$ cat config.mk
export PLATFORM = sky130hd
export DESIGN_NAME = uswin_top
export DESIGN_NICKNAME = d
export VERILOG_FILES = /design/src/uswin_pkg.sv /design/src/uswin_if.sv /design/src/uswin_fifo.sv /design/src/uswin_ahb.sv /design/src/uswin_top.sv
export SDC_FILE = /design/constraint.sdc
export NUM_CORES = 1
export LEC_CHECK = 0
export BUFFER_PORTS_ARGS = -buffer_cell sky130_fd_sc_hd__buf_2
export CAP_MARGIN = 20
export CORE_UTILIZATION = 61
export DETAILED_ROUTE_END_ITERATION = 6
export PLACE_DENSITY = 0.8
export SLEW_MARGIN = 20
export SYNTH_ARGS = -nofsm -noshare
export SYNTH_HDL_FRONTEND = slang
export SYNTH_SLANG_ARGS = --single-unit
$ cat constraint.sdc
create_clock -name hclk -period 3.78 [get_ports hclk]
set_input_delay 0.189 -clock hclk [delete_from_list [all_inputs] [get_ports hclk]]
set_output_delay 0.189 -clock hclk [all_outputs]
set_load 0.01 [all_outputs]
$ cat src/uswin_pkg.sv
// constants and types for the shadow rx/tx window uart block
// assumes a single 125 MHz clock and a one-slave ahb-lite bus
package uswin_pkg;

    // ==========================================
    // clock and line timing
    localparam int unsigned CLK_HZ = 125_000_000;
    localparam int unsigned BAUD = 115_200;
    localparam int unsigned BIT_CYC_I = CLK_HZ / BAUD;
    localparam logic [10:0] BIT_LAST = 11'(BIT_CYC_I - 1);
    localparam logic [10:0] HALF_LAST = 11'(BIT_CYC_I / 2 - 1);
    // infrared pulse is three sixteenths of a bit
    localparam logic [10:0] IR_CYC = 11'(BIT_CYC_I * 3 / 16);
    localparam logic [2:0] LAST_BIT = 3'h7;

    // ==========================================
    // character storage
    localparam int DW = 8;
    localparam int DEPTH = 16;
    localparam logic [4:0] DEPTH_C = 5'h10;

    // ==========================================
    // register map, byte addresses
    localparam logic [31:0] SHADOW9_ADDR = 32'h5000_1154;
    localparam logic [31:0] SHADOW10_ADDR = 32'h5000_1158;
    localparam logic [31:0] SHADOW_STRIDE = 32'h0000_0004;
    localparam logic [31:0] SHADOW9_IDX = 32'h0000_0009;
    localparam logic [31:0] SHADOW_BASE =
        SHADOW9_ADDR - SHADOW9_IDX * SHADOW_STRIDE;
    localparam logic [31:0] SHADOW_SPAN = 32'h0000_0040;
    localparam logic [31:0] CTRL_ADDR = 32'h5000_1180;
    localparam logic [31:0] LSTAT_ADDR = 32'h5000_1184;
    localparam logic [31:0] ISTAT_ADDR = 32'h5000_1188;
    localparam logic [31:0] IMASK_ADDR = 32'h5000_118C;

    // ==========================================
    // field positions
    localparam int CTRL_FIFO_EN = 0;
    localparam int CTRL_IR_MODE = 1;
    localparam int LS_DR = 0;
    localparam int LS_OE = 1;
    localparam int LS_FE = 3;
    localparam int LS_TX_HOLDING_EMPTY_FLAG = 5;
    localparam int INT_RX = 0;
    localparam int INT_OE = 1;
    localparam int INT_TX_HOLDING_EMPTY_FLAG = 2;
    localparam int INT_TXLOST = 3;
    localparam int INT_W = 4;

    // ==========================================
    // serial state machines, gray along the path
    typedef enum logic [1:0] {
        USW_IDLE = 2'h0,
        USW_START = 2'h1,
        USW_DATA = 2'h3,
        USW_STOP = 2'h2
    } uswin_ser_t;

endpackage

$ cat src/uswin_if.sv
// carriers between the window core, its fifos and its bus front end
// assumes all parties run on the same clock
`timescale 1ns/1ps

// ==========================================
// character fifo port
interface uswin_fifo_if;
    logic push;
    logic clr;
    logic pop;
    logic [7:0] din;
    logic [7:0] head;
    logic full;
    logic empty;
    modport store(input push, clr, pop, din, output head, full, empty);
    modport user(output push, clr, pop, din, input head, full, empty);
endinterface

// ==========================================
// register access strobe from the bus front end
interface uswin_bus_if;
    logic acc;
    logic wr;
    logic [31:0] addr;
    logic [31:0] wdata;
    logic [31:0] rdata;
    modport slave(output acc, wr, addr, wdata, input rdata);
    modport core(input acc, wr, addr, wdata, output rdata);
endinterface

$ cat src/uswin_fifo.sv
// flip-flop character fifo with flush and overwrite support
// assumes the user never pops when empty
`timescale 1ns/1ps

module uswin_fifo
    import uswin_pkg::*;
(
    // clock and reset
    input wire logic hclk,
    input wire logic hresetn,
    // fifo port
    uswin_fifo_if.store f
);

    typedef struct packed {
        logic [DEPTH-1:0][DW-1:0] mem;
        logic [3:0] rp;
        logic [3:0] wp;
        logic [4:0] cnt;
    } uswin_fifo_t;

    uswin_fifo_t s;
    uswin_fifo_t next_s;

    assign f.head = s.mem[s.rp];
    assign f.full = (s.cnt == DEPTH_C);
    assign f.empty = (s.cnt == 5'h00);

    // ==========================================
    // next state
    always_comb begin
        next_s = s;
        if (f.clr) begin
            next_s.rp = 4'h0;
            next_s.wp = 4'h0;
            next_s.cnt = 5'h00;
        end else if (f.pop && !f.empty) begin
            next_s.rp = s.rp + 4'h1;
            next_s.cnt = s.cnt - 5'h01;
        end
        // a push into a full fifo is dropped unless a pop or a clear frees a slot
        if (f.push && (f.clr || !f.full || f.pop)) begin
            next_s.mem[next_s.wp] = f.din;
            next_s.wp = next_s.wp + 4'h1;
            next_s.cnt = next_s.cnt + 5'h01;
        end
    end

    always_ff @(posedge hclk or negedge hresetn) begin
        if (!hresetn) begin
            s <= '0;
        end else begin
            s <= next_s;
        end
    end

endmodule

$ cat src/uswin_ahb.sv
// ahb-lite slave front end: one wait state on every transfer
// assumes it is the only slave, so hready equals its hreadyout
`timescale 1ns/1ps

module uswin_ahb
    import uswin_pkg::*;
(
    // clock and reset
    input wire logic hclk,
    input wire logic hresetn,
    // ahb-lite slave
    input wire logic hsel,
    input wire logic [31:0] haddr,
    input wire logic [1:0] htrans,
    input wire logic hwrite,
    input wire logic hready,
    input wire logic [31:0] hwdata,
    output logic [31:0] hrdata,
    output logic hreadyout,
    output logic hresp,
    // core access
    uswin_bus_if.slave b
);

    typedef struct packed {
        logic pend;
        logic wr;
        logic [31:0] addr;
        logic [31:0] rdata;
        logic ready;
        logic resp;
    } uswin_ahb_t;

    uswin_ahb_t s;
    uswin_ahb_t next_s;

    assign b.acc = s.pend;
    assign b.wr = s.wr;
    assign b.addr = s.addr;
    assign b.wdata = hwdata;
    assign hrdata = s.rdata;
    assign hreadyout = s.ready;
    // every answer is okay, so the flop holds its reset zero
    assign hresp = s.resp;

    // ==========================================
    // next state
    always_comb begin
        next_s = s;
        if (s.pend) begin
            // the wait state lets read data come from a flop
            next_s.pend = 1'b0;
            next_s.rdata = b.rdata;
            next_s.ready = 1'b1;
        end else if (hsel && htrans[1] && hready) begin
            next_s.pend = 1'b1;
            next_s.wr = hwrite;
            next_s.addr = haddr;
            next_s.ready = 1'b0;
        end
    end

    always_ff @(posedge hclk or negedge hresetn) begin
        if (!hresetn) begin
            s <= '{pend: 1'b0, wr: 1'b0, addr: 32'h0, rdata: 32'h0,
                   ready: 1'b1, resp: 1'b0};
        end else begin
            s <= next_s;
        end
    end

endmodule

$ cat src/uswin_top.sv
// shadow rx/tx data window of a uart, with 8n1 serial engines
// assumes serial inputs are synchronous to hclk
`timescale 1ns/1ps

module uswin_top
    import uswin_pkg::*;
(
    // clock and reset
    input wire logic hclk,
    input wire logic hresetn,
    // ahb-lite slave
    input wire logic hsel,
    input wire logic [31:0] haddr,
    input wire logic [1:0] htrans,
    input wire logic hwrite,
    input wire logic [2:0] hsize,
    input wire logic hready,
    input wire logic [31:0] hwdata,
    output logic [31:0] hrdata,
    output logic hreadyout,
    output logic hresp,
    // serial and infrared line
    input wire logic sin,
    input wire logic sir_in,
    output logic sout,
    output logic sir_out_n,
    // interrupt
    output logic irq
);

    typedef struct packed {
        logic fifo_en;
        logic ir_mode;
        logic oe;
        logic fe;
        logic [INT_W-1:0] ists;
        logic [INT_W-1:0] imask;
        logic tx_holding_empty_flag_q;
        uswin_ser_t txs;
        logic [10:0] txc;
        logic [2:0] txb;
        logic [7:0] txsh;
        uswin_ser_t rxs;
        logic [10:0] rxc;
        logic [2:0] rxb;
        logic [7:0] rxsh;
        logic sout;
        logic sir_n;
        logic irq;
    } uswin_core_t;

    uswin_core_t s;
    uswin_core_t next_s;

    uswin_fifo_if rxf();
    uswin_fifo_if txf();
    uswin_bus_if bus();

    logic rd;
    logic wr;
    logic shadow;
    logic [31:0] offs;
    logic rx_bit;
    logic line;
    logic rx_done;
    logic flush;
    logic [INT_W-1:0] iset;
    logic [INT_W-1:0] iclr;

    // ==========================================
    // submodules
    uswin_ahb u_ahb (
        .hclk(hclk),
        .hresetn(hresetn),
        .hsel(hsel),
        .haddr(haddr),
        .htrans(htrans),
        .hwrite(hwrite),
        .hready(hready),
        .hwdata(hwdata),
        .hrdata(hrdata),
        .hreadyout(hreadyout),
        .hresp(hresp),
        .b(bus.slave)
    );

    uswin_fifo u_rxf (
        .hclk(hclk),
        .hresetn(hresetn),
        .f(rxf.store)
    );

    uswin_fifo u_txf (
        .hclk(hclk),
        .hresetn(hresetn),
        .f(txf.store)
    );

    assign sout = s.sout;
    assign sir_out_n = s.sir_n;
    assign irq = s.irq;

    // ==========================================
    // next state
    always_comb begin
        next_s = s;
        rd = bus.acc && !bus.wr;
        wr = bus.acc && bus.wr;
        offs = bus.addr - SHADOW_BASE;
        shadow = (offs < SHADOW_SPAN) && (offs[1:0] == 2'h0);
        rx_bit = s.ir_mode ? !sir_in : sin;
        rx_done = 1'b0;
        iset = '0;
        iclr = '0;
        flush = 1'b0;
        line = 1'b1;
        bus.rdata = 32'h0;
        rxf.pop = 1'b0;
        rxf.push = 1'b0;
        rxf.clr = 1'b0;
        rxf.din = s.rxsh;
        txf.pop = 1'b0;
        txf.push = 1'b0;
        txf.clr = 1'b0;
        txf.din = bus.wdata[7:0];

        // register reads; hsize is ignored, whole words only
        if (shadow) begin
            bus.rdata = {24'h0, rxf.head};
        end else begin
            case (bus.addr)
                CTRL_ADDR: begin
                    bus.rdata[CTRL_FIFO_EN] = s.fifo_en;
                    bus.rdata[CTRL_IR_MODE] = s.ir_mode;
                end
                LSTAT_ADDR: begin
                    bus.rdata[LS_DR] = !rxf.empty;
                    bus.rdata[LS_OE] = s.oe;
                    bus.rdata[LS_FE] = s.fe;
                    bus.rdata[LS_TX_HOLDING_EMPTY_FLAG] = txf.empty;
                end
                ISTAT_ADDR: begin
                    bus.rdata[INT_W-1:0] = s.ists;
                end
                IMASK_ADDR: begin
                    bus.rdata[INT_W-1:0] = s.imask;
                end
                default: begin
                    bus.rdata = 32'h0;
                end
            endcase
        end

        if (rd && shadow && !rxf.empty) begin
            rxf.pop = 1'b1;
        end
        // line status errors clear on read
        if (rd && bus.addr == LSTAT_ADDR) begin
            next_s.oe = 1'b0;
            next_s.fe = 1'b0;
        end

        // register writes
        if (wr && shadow) begin
            txf.push = 1'b1;
            txf.clr = !s.fifo_en;
        end else if (wr) begin
            case (bus.addr)
                CTRL_ADDR: begin
                    next_s.fifo_en = bus.wdata[CTRL_FIFO_EN];
                    next_s.ir_mode = bus.wdata[CTRL_IR_MODE];
                    // switching fifo mode discards stored characters
                    flush = bus.wdata[CTRL_FIFO_EN] != s.fifo_en;
                end
                ISTAT_ADDR: begin
                    iclr = bus.wdata[INT_W-1:0];
                end
                IMASK_ADDR: begin
                    next_s.imask = bus.wdata[INT_W-1:0];
                end
                default: begin
                    next_s.imask = s.imask;
                end
            endcase
        end

        // ==========================================
        // receiver, 8n1 sampled at mid bit
        case (s.rxs)
            USW_IDLE: begin
                if (!rx_bit) begin
                    next_s.rxs = USW_START;
                    next_s.rxc = 11'h0;
                end
            end
            USW_START: begin
                if (s.rxc == HALF_LAST) begin
                    next_s.rxc = 11'h0;
                    next_s.rxb = 3'h0;
                    // a short glitch is not a start bit
                    next_s.rxs = rx_bit ? USW_IDLE : USW_DATA;
                end else begin
                    next_s.rxc = s.rxc + 11'h1;
                end
            end
            USW_DATA: begin
                if (s.rxc == BIT_LAST) begin
                    next_s.rxc = 11'h0;
                    next_s.rxsh = {rx_bit, s.rxsh[7:1]};
                    next_s.rxb = s.rxb + 3'h1;
                    if (s.rxb == LAST_BIT) begin
                        next_s.rxs = USW_STOP;
                    end
                end else begin
                    next_s.rxc = s.rxc + 11'h1;
                end
            end
            USW_STOP: begin
                if (s.rxc == BIT_LAST) begin
                    next_s.rxs = USW_IDLE;
                    rx_done = 1'b1;
                    if (!rx_bit) begin
                        next_s.fe = 1'b1;
                    end
                end else begin
                    next_s.rxc = s.rxc + 11'h1;
                end
            end
            default: begin
                next_s.rxs = USW_IDLE;
            end
        endcase

        if (rx_done) begin
            rxf.push = 1'b1;
            iset[INT_RX] = 1'b1;
            rxf.clr = !s.fifo_en;
            if (!s.fifo_en && !rxf.empty && !rxf.pop) begin
                next_s.oe = 1'b1;
                iset[INT_OE] = 1'b1;
            end
            if (s.fifo_en && rxf.full && !rxf.pop) begin
                next_s.oe = 1'b1;
                iset[INT_OE] = 1'b1;
            end
        end
        if (flush) begin
            rxf.clr = 1'b1;
            txf.clr = 1'b1;
        end

        // ==========================================
        // transmitter, 8n1
        case (s.txs)
            USW_IDLE: begin
                if (!txf.empty) begin
                    txf.pop = 1'b1;
                    next_s.txsh = txf.head;
                    next_s.txs = USW_START;
                    next_s.txc = 11'h0;
                end
            end
            USW_START: begin
                if (s.txc == BIT_LAST) begin
                    next_s.txc = 11'h0;
                    next_s.txb = 3'h0;
                    next_s.txs = USW_DATA;
                end else begin
                    next_s.txc = s.txc + 11'h1;
                end
            end
            USW_DATA: begin
                if (s.txc == BIT_LAST) begin
                    next_s.txc = 11'h0;
                    next_s.txsh = {1'b1, s.txsh[7:1]};
                    next_s.txb = s.txb + 3'h1;
                    if (s.txb == LAST_BIT) begin
                        next_s.txs = USW_STOP;
                    end
                end else begin
                    next_s.txc = s.txc + 11'h1;
                end
            end
            USW_STOP: begin
                if (s.txc == BIT_LAST) begin
                    next_s.txs = USW_IDLE;
                end else begin
                    next_s.txc = s.txc + 11'h1;
                end
            end
            default: begin
                next_s.txs = USW_IDLE;
            end
        endcase

        // full fifo drops write
        // pop is known only here, so a freed slot is not a lost write
        if (wr && shadow && s.fifo_en && txf.full && !txf.pop) begin
            iset[INT_TXLOST] = 1'b1;
        end

        case (next_s.txs)
            USW_START: line = 1'b0;
            USW_DATA: line = next_s.txsh[0];
            default: line = 1'b1;
        endcase
        next_s.sout = s.ir_mode ? 1'b1 : line;
        // ir sends a short low pulse for each zero bit
        next_s.sir_n = !(s.ir_mode && !line && next_s.txc < IR_CYC);

        next_s.tx_holding_empty_flag_q = txf.empty;
        if (txf.empty && !s.tx_holding_empty_flag_q) begin
            iset[INT_TX_HOLDING_EMPTY_FLAG] = 1'b1;
        end

        // ==========================================
        // sticky status, set wins over clear
        next_s.ists = (s.ists & ~iclr) | iset;
        next_s.irq = |(next_s.ists & next_s.imask);
    end

    always_ff @(posedge hclk or negedge hresetn) begin
        if (!hresetn) begin
            s <= '{fifo_en: 1'b0, ir_mode: 1'b0, oe: 1'b0, fe: 1'b0,
                   ists: '0, imask: '0, tx_holding_empty_flag_q: 1'b1, txs: USW_IDLE,
                   txc: 11'h0, txb: 3'h0, txsh: 8'h00, rxs: USW_IDLE,
                   rxc: 11'h0, rxb: 3'h0, rxsh: 8'h00, sout: 1'b1,
                   sir_n: 1'b1, irq: 1'b0};
        end else begin
            s <= next_s;
        end
    end

endmodule

Word-level counts from Yosys, hierarchy flattened
Index checks and enable logic that the tools add are counted.
Storage, ports and cells
  register bits after elaboration: 413
  bits of input ports: 76
  word-level logic and storage cells: 271
Operators by class
  $add $sub $neg: 13
  $lt $le $gt $ge: 8
  eq/ne operators: 29
  muxes and demuxes: 92
  bitwise logic cells: 6
  reduce and logical (&&, ||, !) cells: 61
Operators by type and width (count)
  bitwise mux 128 bit: 2
  == test 32 x 31 -> 1 bit, second input constant: 4
  one-hot mux 13 bit (4 select lines): 2
  2-to-1 mux 11 bit: 7
  binary-select mux 8 bit (select 4 bit): 2
  demux 8 bit (select 4 bit): 2
  2-to-1 mux 4 bit: 12
  2-to-1 mux 8 bit: 6
  2-to-1 mux 34 bit: 1
  < comparator 32 x 7 -> 1 bit, second input constant: 1
  subtractor 32 x 31 -> 32 bit, second input constant: 1
  2-to-1 mux 1 bit: 30
  2-to-1 mux 13 bit: 2
  logical AND 1 bit: 25
  adder 11 x 1 -> 11 bit, second input constant: 2
  == test 11 bit, second input constant: 2
  2-to-1 mux 2 bit: 11
  < comparator 4 x 5 -> 1 bit, second input constant: 4
  2-to-1 mux 5 bit: 4
  2-to-1 mux 9 bit: 2
  inequality test 2 bit, second input constant: 9
  adder 4 x 1 -> 4 bit, second input constant: 4
  one-hot mux 8 bit (2 select lines): 1
  logical NOT 1 bit: 12
  28 further kinds: 61

Longest topological paths before layout
  depth after elaboration: 14
  mapped depth: 15
  gate-level depth less buffers: 12

Hierarchy
A second synthesis with hierarchy kept.
Unflattened totals
  cells, all modules: 1460
  area total of the unflattened synthesis: 20303.2 µm²
Modules (own cells, without submodules)
  uswin_fifo at u_txf: times used 1, cells an instance 418, area each 6784.0 µm²
  uswin_fifo at u_rxf: times used 1, cells an instance 421, area each 6633.9 µm²
  uswin_top: times used 1, cells an instance 444, area each 4021.4 µm²
  uswin_ahb: times used 1, cells an instance 177, area each 2864.0 µm²

Worst setup path before layout
OpenSTA, ideal clock, no wires.
  path kind: reg2reg
  start: reg s[14] in the netlist's numbering
  end: reg u_rxf.s[69] in the netlist's numbering
  setup time: 125 ps
  arrival time: 3327 ps
  data required time: 3655 ps
  slack: 328 ps
  stages on the path, launching flop included: 16
  buffers on the path: 3
  cell sequence: dfrtp_1 inv_1 ha_1 and4b_1 and4_1 and2b_2 clkbuf_1 a22oi_2 clkbuf_1 nand2_1 inv_1 ha_1 nand2_1 or4_4 buf_6 mux2_4
Between the ends
  cells in the longest elaborated chain, start to end: 11
  elaborated cells between the ends (all ways): 16
  classes of those cells: order compare: 2; eq/ne: 1; mux: 9; reduce/logical: 4
Ends and longest elaborated chain
  start: declaration: line uswin_top.sv:52  | uswin_core_t s;
  start signal: assignment: line uswin_top.sv:324  | s <= '{fifo_en: 1'b0, ir_mode: 1'b0, oe: 1'b0, fe: 1'b0,
  start signal: assignment: line uswin_top.sv:330  | s <= next_s;
  == test 11 bit *: line uswin_top.sv:219  | if (s.rxc == BIT_LAST) begin
  2-to-1 mux 1 bit *: line uswin_top.sv:219
  2-to-1 mux 1 bit *: line uswin_top.sv:189  | case (s.rxs)
  2-to-1 mux 1 bit: line uswin_top.sv:234  | if (rx_done) begin
  2-to-1 mux 1 bit: line uswin_top.sv:247  | if (flush) begin
  2-to-1 mux 4 bit: line uswin_fifo.sv:33  | if (f.clr) begin
  < comparator 4 x 5 -> 1 bit (implied by the code) / greater-or-equal comparator 4 x 1 -> 1 bit (equally long branches): line uswin_fifo.sv:43  | next_s.mem[next_s.wp] = f.din;
  logical AND 1 bit (implied by the code): line uswin_fifo.sv:43
  2-to-1 mux 8 bit (implied by the code): line uswin_fifo.sv:43
  demux 8 bit (select 4 bit)
  bitwise mux 128 bit: line uswin_fifo.sv:43
  end signal: assignment: line uswin_fifo.sv:53  | s <= next_s;
  end: declaration: line uswin_fifo.sv:22  | uswin_fifo_t s;
Mark *: on every way between the ends. The rest lies on a longest branch, timed or not.
A chain may end at the register's enable or synchronous reset.

Worst setup path after layout
  start: reg u_ahb.s, in the netlist u_ahb.b.addr[12]
  end: reg u_rxf.s[111] in the netlist's numbering
Between the ends
  cells in the longest elaborated chain, start to end: 12
  elaborated cells between the ends (all ways): 22
  classes of those cells: add/sub: 1; order compare: 3; eq/ne: 1; mux: 9; reduce/logical: 8
Ends and longest elaborated chain
  start: declaration: line uswin_ahb.sv:34  | uswin_ahb_t s;
  start signal: assignment: line uswin_ahb.sv:65  | s <= '{pend: 1'b0, wr: 1'b0, addr: 32'h0, rdata: 32'h0,
  start signal: assignment: line uswin_ahb.sv:68  | s <= next_s;
  subtractor 32 x 31 -> 32 bit: line uswin_top.sv:109  | offs = bus.addr - SHADOW_BASE;
  < comparator 32 x 7 -> 1 bit: line uswin_top.sv:110  | shadow = (offs < SHADOW_SPAN) && (offs[1:0] == 2'h0);
  logical AND 1 bit: line uswin_top.sv:110
  logical AND 1 bit: line uswin_top.sv:164  | if (wr && shadow) begin
  2-to-1 mux 1 bit: line uswin_top.sv:164
  2-to-1 mux 1 bit: line uswin_top.sv:247
  2-to-1 mux 4 bit: line uswin_fifo.sv:33
  < comparator 4 x 5 -> 1 bit (implied by the code) / greater-or-equal comparator 4 x 1 -> 1 bit (equally long branches): line uswin_fifo.sv:43
  logical AND 1 bit (implied by the code): line uswin_fifo.sv:43
  2-to-1 mux 8 bit (implied by the code): line uswin_fifo.sv:43
  demux 8 bit (select 4 bit)
  bitwise mux 128 bit: line uswin_fifo.sv:43
Parallel ways exist; a longest one is shown, timed or not.

==> flow_summary.toml <==
[outcome]
status = "finished clean"

[clock_network]
clk_pin_slew_worst_paths_ns = 0.06
numCtsBuffers = 39
cts_tree = "yes"
cts_sinks = 389
cts_max_path_buffers = 3
clkLatencyLatePin_ns = 0.55
ctsRootBufferMaster = "clkbuf_16"
cts_max_level = 2

[yosys]
ys.flop_type = "dfrtp_1"
synth-seq-area-share_pct = 50.8
synth_edf_count = 0
synth_top_cell_by_area = "dfrtp_1"
ys_top_cells_by_area = "dfrtp_1 (50%), mux2_2 (15%), mux4_2 (6.8%)"
syn_avg_cell_area_sq_um = 12.4
synthArstFlopShare_pct = 100
yosys.cell_types.count = 84
yosys_warnings = 0
synth_top_area_share_pct = 50.2
synth_area_sq_mm = 0.0192
syn_inst = 1549
yosys_register_bits = 389

[floorplan]
dieArea_sq_mm = 0.0322
pin_count = 113
initial_utilization_pct = 62.4
dieWidth_um = 179
die_y_um = 179
rows = 64
core_sq_mm = 0.0307

[critical_path]
cp_slowest_cell = "or4b_4"
cp_cell_sequence = "nand2_1 > or4b_4 > nor4_4 > or4b_4 > nor4_4 > o21ai_4 > buf_4 > nor4b_4 > buf_4 > mux2_2"
max_stage_delay_ns = 0.55
crit_buf_inv = 2
worstSetupPathType = "flop to flop"
end_kind = "flop"
required_ns = 4.18
arrival_ns = 4.01
worstPathMaxFanout = 8
path_delay_family = "simple AND/OR/NAND/NOR gates"
cp-start-kind = "flop"

[power]
switching_share_pct = 22.9
p_sw_mw = 2.06
power_frac_comb_pct = 5.3
power_mw = 8.97
power_frac_seq_pct = 48.4
leakage_nw = 10.6
p_int_mw = 6.91
p_clk_share_pct = 46.3
vdd_ir_drop_max_uv = 405
power-per-cell-area_mw_per_mm2 = 410

[sta]
fmax_mhz = 277
tightest_slew_ns = 1.02
fin_skew_ns = 0.0374
slew_headroom_pct = 32.2
drv_slew = 0
rsz0062_at_grt = "true"
holdWs_ns = 0.114
setup_viol = 0
finalCriticalPeriod_ns = 3.61
finalCritPeriodShare_pct = 95.4
finalHoldViolations = 0

[global_routing]
grt_overflow_total = 0
grt.total_usage_pct = 27.6
grt_first_pass_wirelength_mm = 69.9
grt_pass1_vias = 13292
grt_max_degree = 103
antenna_found_initial = 0

[drt]
postRouteAntennaNets = 0
drcViolationCount = 0
drt-pass1-iter-count = 7
via_per_inst = 6.18
drt-initial-drc-count = 1010
wirelength_mm = 42.7
route.vias.total = 12933
avgRoutedWirePerCell_um = 20.4

[layout]
drive_gt1_share_pct = 34.1
mostFrequentLayoutCells = "dfrtp_1 (383), mux2_2 (259), nand2_1 (184)"
antennaDiodeCount = 0
fill_cells = 2010
fin_area_sq_mm = 0.0219
nets = 1771
final_common_cell = "dfrtp_1"
area_delta_synth_final_pct = 14.0

[place]
routabilityCongestion = 0.861
hpwl_mm = 28.2
portBuffers = 59
placed_cell_area_sq_mm = 0.0200

[job]
cap_violations = 0

[min_path]
hp-class = "primary input to flop"
## layer usage
layer,vias to the layer above,part of all wire [%],global-route usage [%]
met5,-,0,0
li1,5864,-,-
met3,68,4.8,3.82
met4,0,2.1,7.53
met2,390,49,45.3
met1,6611,44,39.0
## stage by stage
stage | setup slack, ns | instances | utilization [%] | TNS, ns
4_1_cts | 0.0872 | 2086 | 70.8 | 0
3_5_place_dp | -0.120 | 1980 | 65.1 | -5.36
2_1_floorplan | 0.328 | 1573 | - | 0
5_1_grt | -0.0257 | 2093 | 71.2 | -0.0805
6_report | 0.175 | 2093 | 71.2 | 0
3_3_place_gp | -0.0367 | 1980 | 65.1 | -1.33
## power by group through the flow
| stage | Sequential [mW] | Clock (mW) | Combinational [mW] |
|---|---|---|---|
| after floorplan | 4.39 | 0 | 0.269 |
| after global placement | 4.40 | 0 | 0.435 |
| after detailed placement | 4.41 | 0 | 0.442 |
| after CTS | 4.33 | 4.21 | 0.473 |
| after global routing | 4.35 | 4.37 | 0.546 |
| final | 4.34 | 4.15 | 0.480 |
## flip-flops by register name, summed over array words and instances (netlist names), 8 cells and up
| name | flops |
|---|---|
| u_ahb.hrdata | 8 |
| s | 53 |
| u_txf.s | 141 |
| u_ahb.b.addr | 32 |
| rxf.din | 8 |
| u_rxf.s | 141 |
## synthesized netlist by cell type (all sizes together), types with 12 or more instances
library cell and number:
clkbuf 56, mux2i 29, ha 28, dfrtp 385
xor2 13, a22o 19, nand4 22, nand2 184
mux4 58, inv 31, o31ai 12, a21oi 31
nand3 40, nor3 15, mux2 275, o21ai 64
nor2 50, buf 47
## worst register-to-register path, delay by kind of cell, from the launching register on
family | cells | cell delay (ns)
AO/OA/AOI/OAI | 1 | 0.18
AND/OR/NAND/NOR | 6 | 2.08
buffers and inverters | 2 | 0.43
flip-flops | 1 | 0.45
multiplexers | 1 | 0.34
## cell type report
class                      count  area [sq um]  area share (%)
timing repair buffer         157          1180            5.38
multi-input combinational   1046          8920            40.8
tap                          396           495            2.26
clock inverter                16           226            1.04
clock buffer                  55          1190            5.43
inverter                      34           128           0.583
sequential                   389          9740            44.5
## what timing repair did
item / CTS / global route
gates resized for setup: 1 / 11
endpoints found under the hold margin: 128 / 0
setup buffers: 1 / 7
pin swaps: 1 / 4
setup endpoints to repair: 72 / 153
hold buffers: 34 / 0
## final timing paths
check	start	endpoint	slack [ns]	cells past startpoint
min	sir_in	s[25]	0.11	3
max reg2reg	u_ahb.b.addr[12]	u_rxf.s[111]	0.17	10
max	u_ahb.b.addr[12]	u_rxf.s[111]	0.17	10
max in group asynchronous	hresetn	u_ahb.hreadyout	2.51	3
min in group asynchronous	hresetn	u_rxf.s[27]	0.27	2
min reg2reg	u_ahb.b.addr[22]	u_ahb.b.addr[22]	0.48	2
## cells by family (layout without fill, tap and decap cells)
family                   count (synthesis)  in the layout  synth area share, %
AND/OR/NAND/NOR                        402            402                 10.9
flip-flops                             389            389                 50.8
adder cells (fa/ha/maj)                 28             28                 1.83
other                                    1             25               0.0195
XOR/XNOR                                24             24                 1.10
buffers and inverters                  138            262                 3.47
AO/OA/AOI/OAI                          205            205                 7.18
multiplexers                           362            362                 24.8
(Power assumes the default switching activity.)
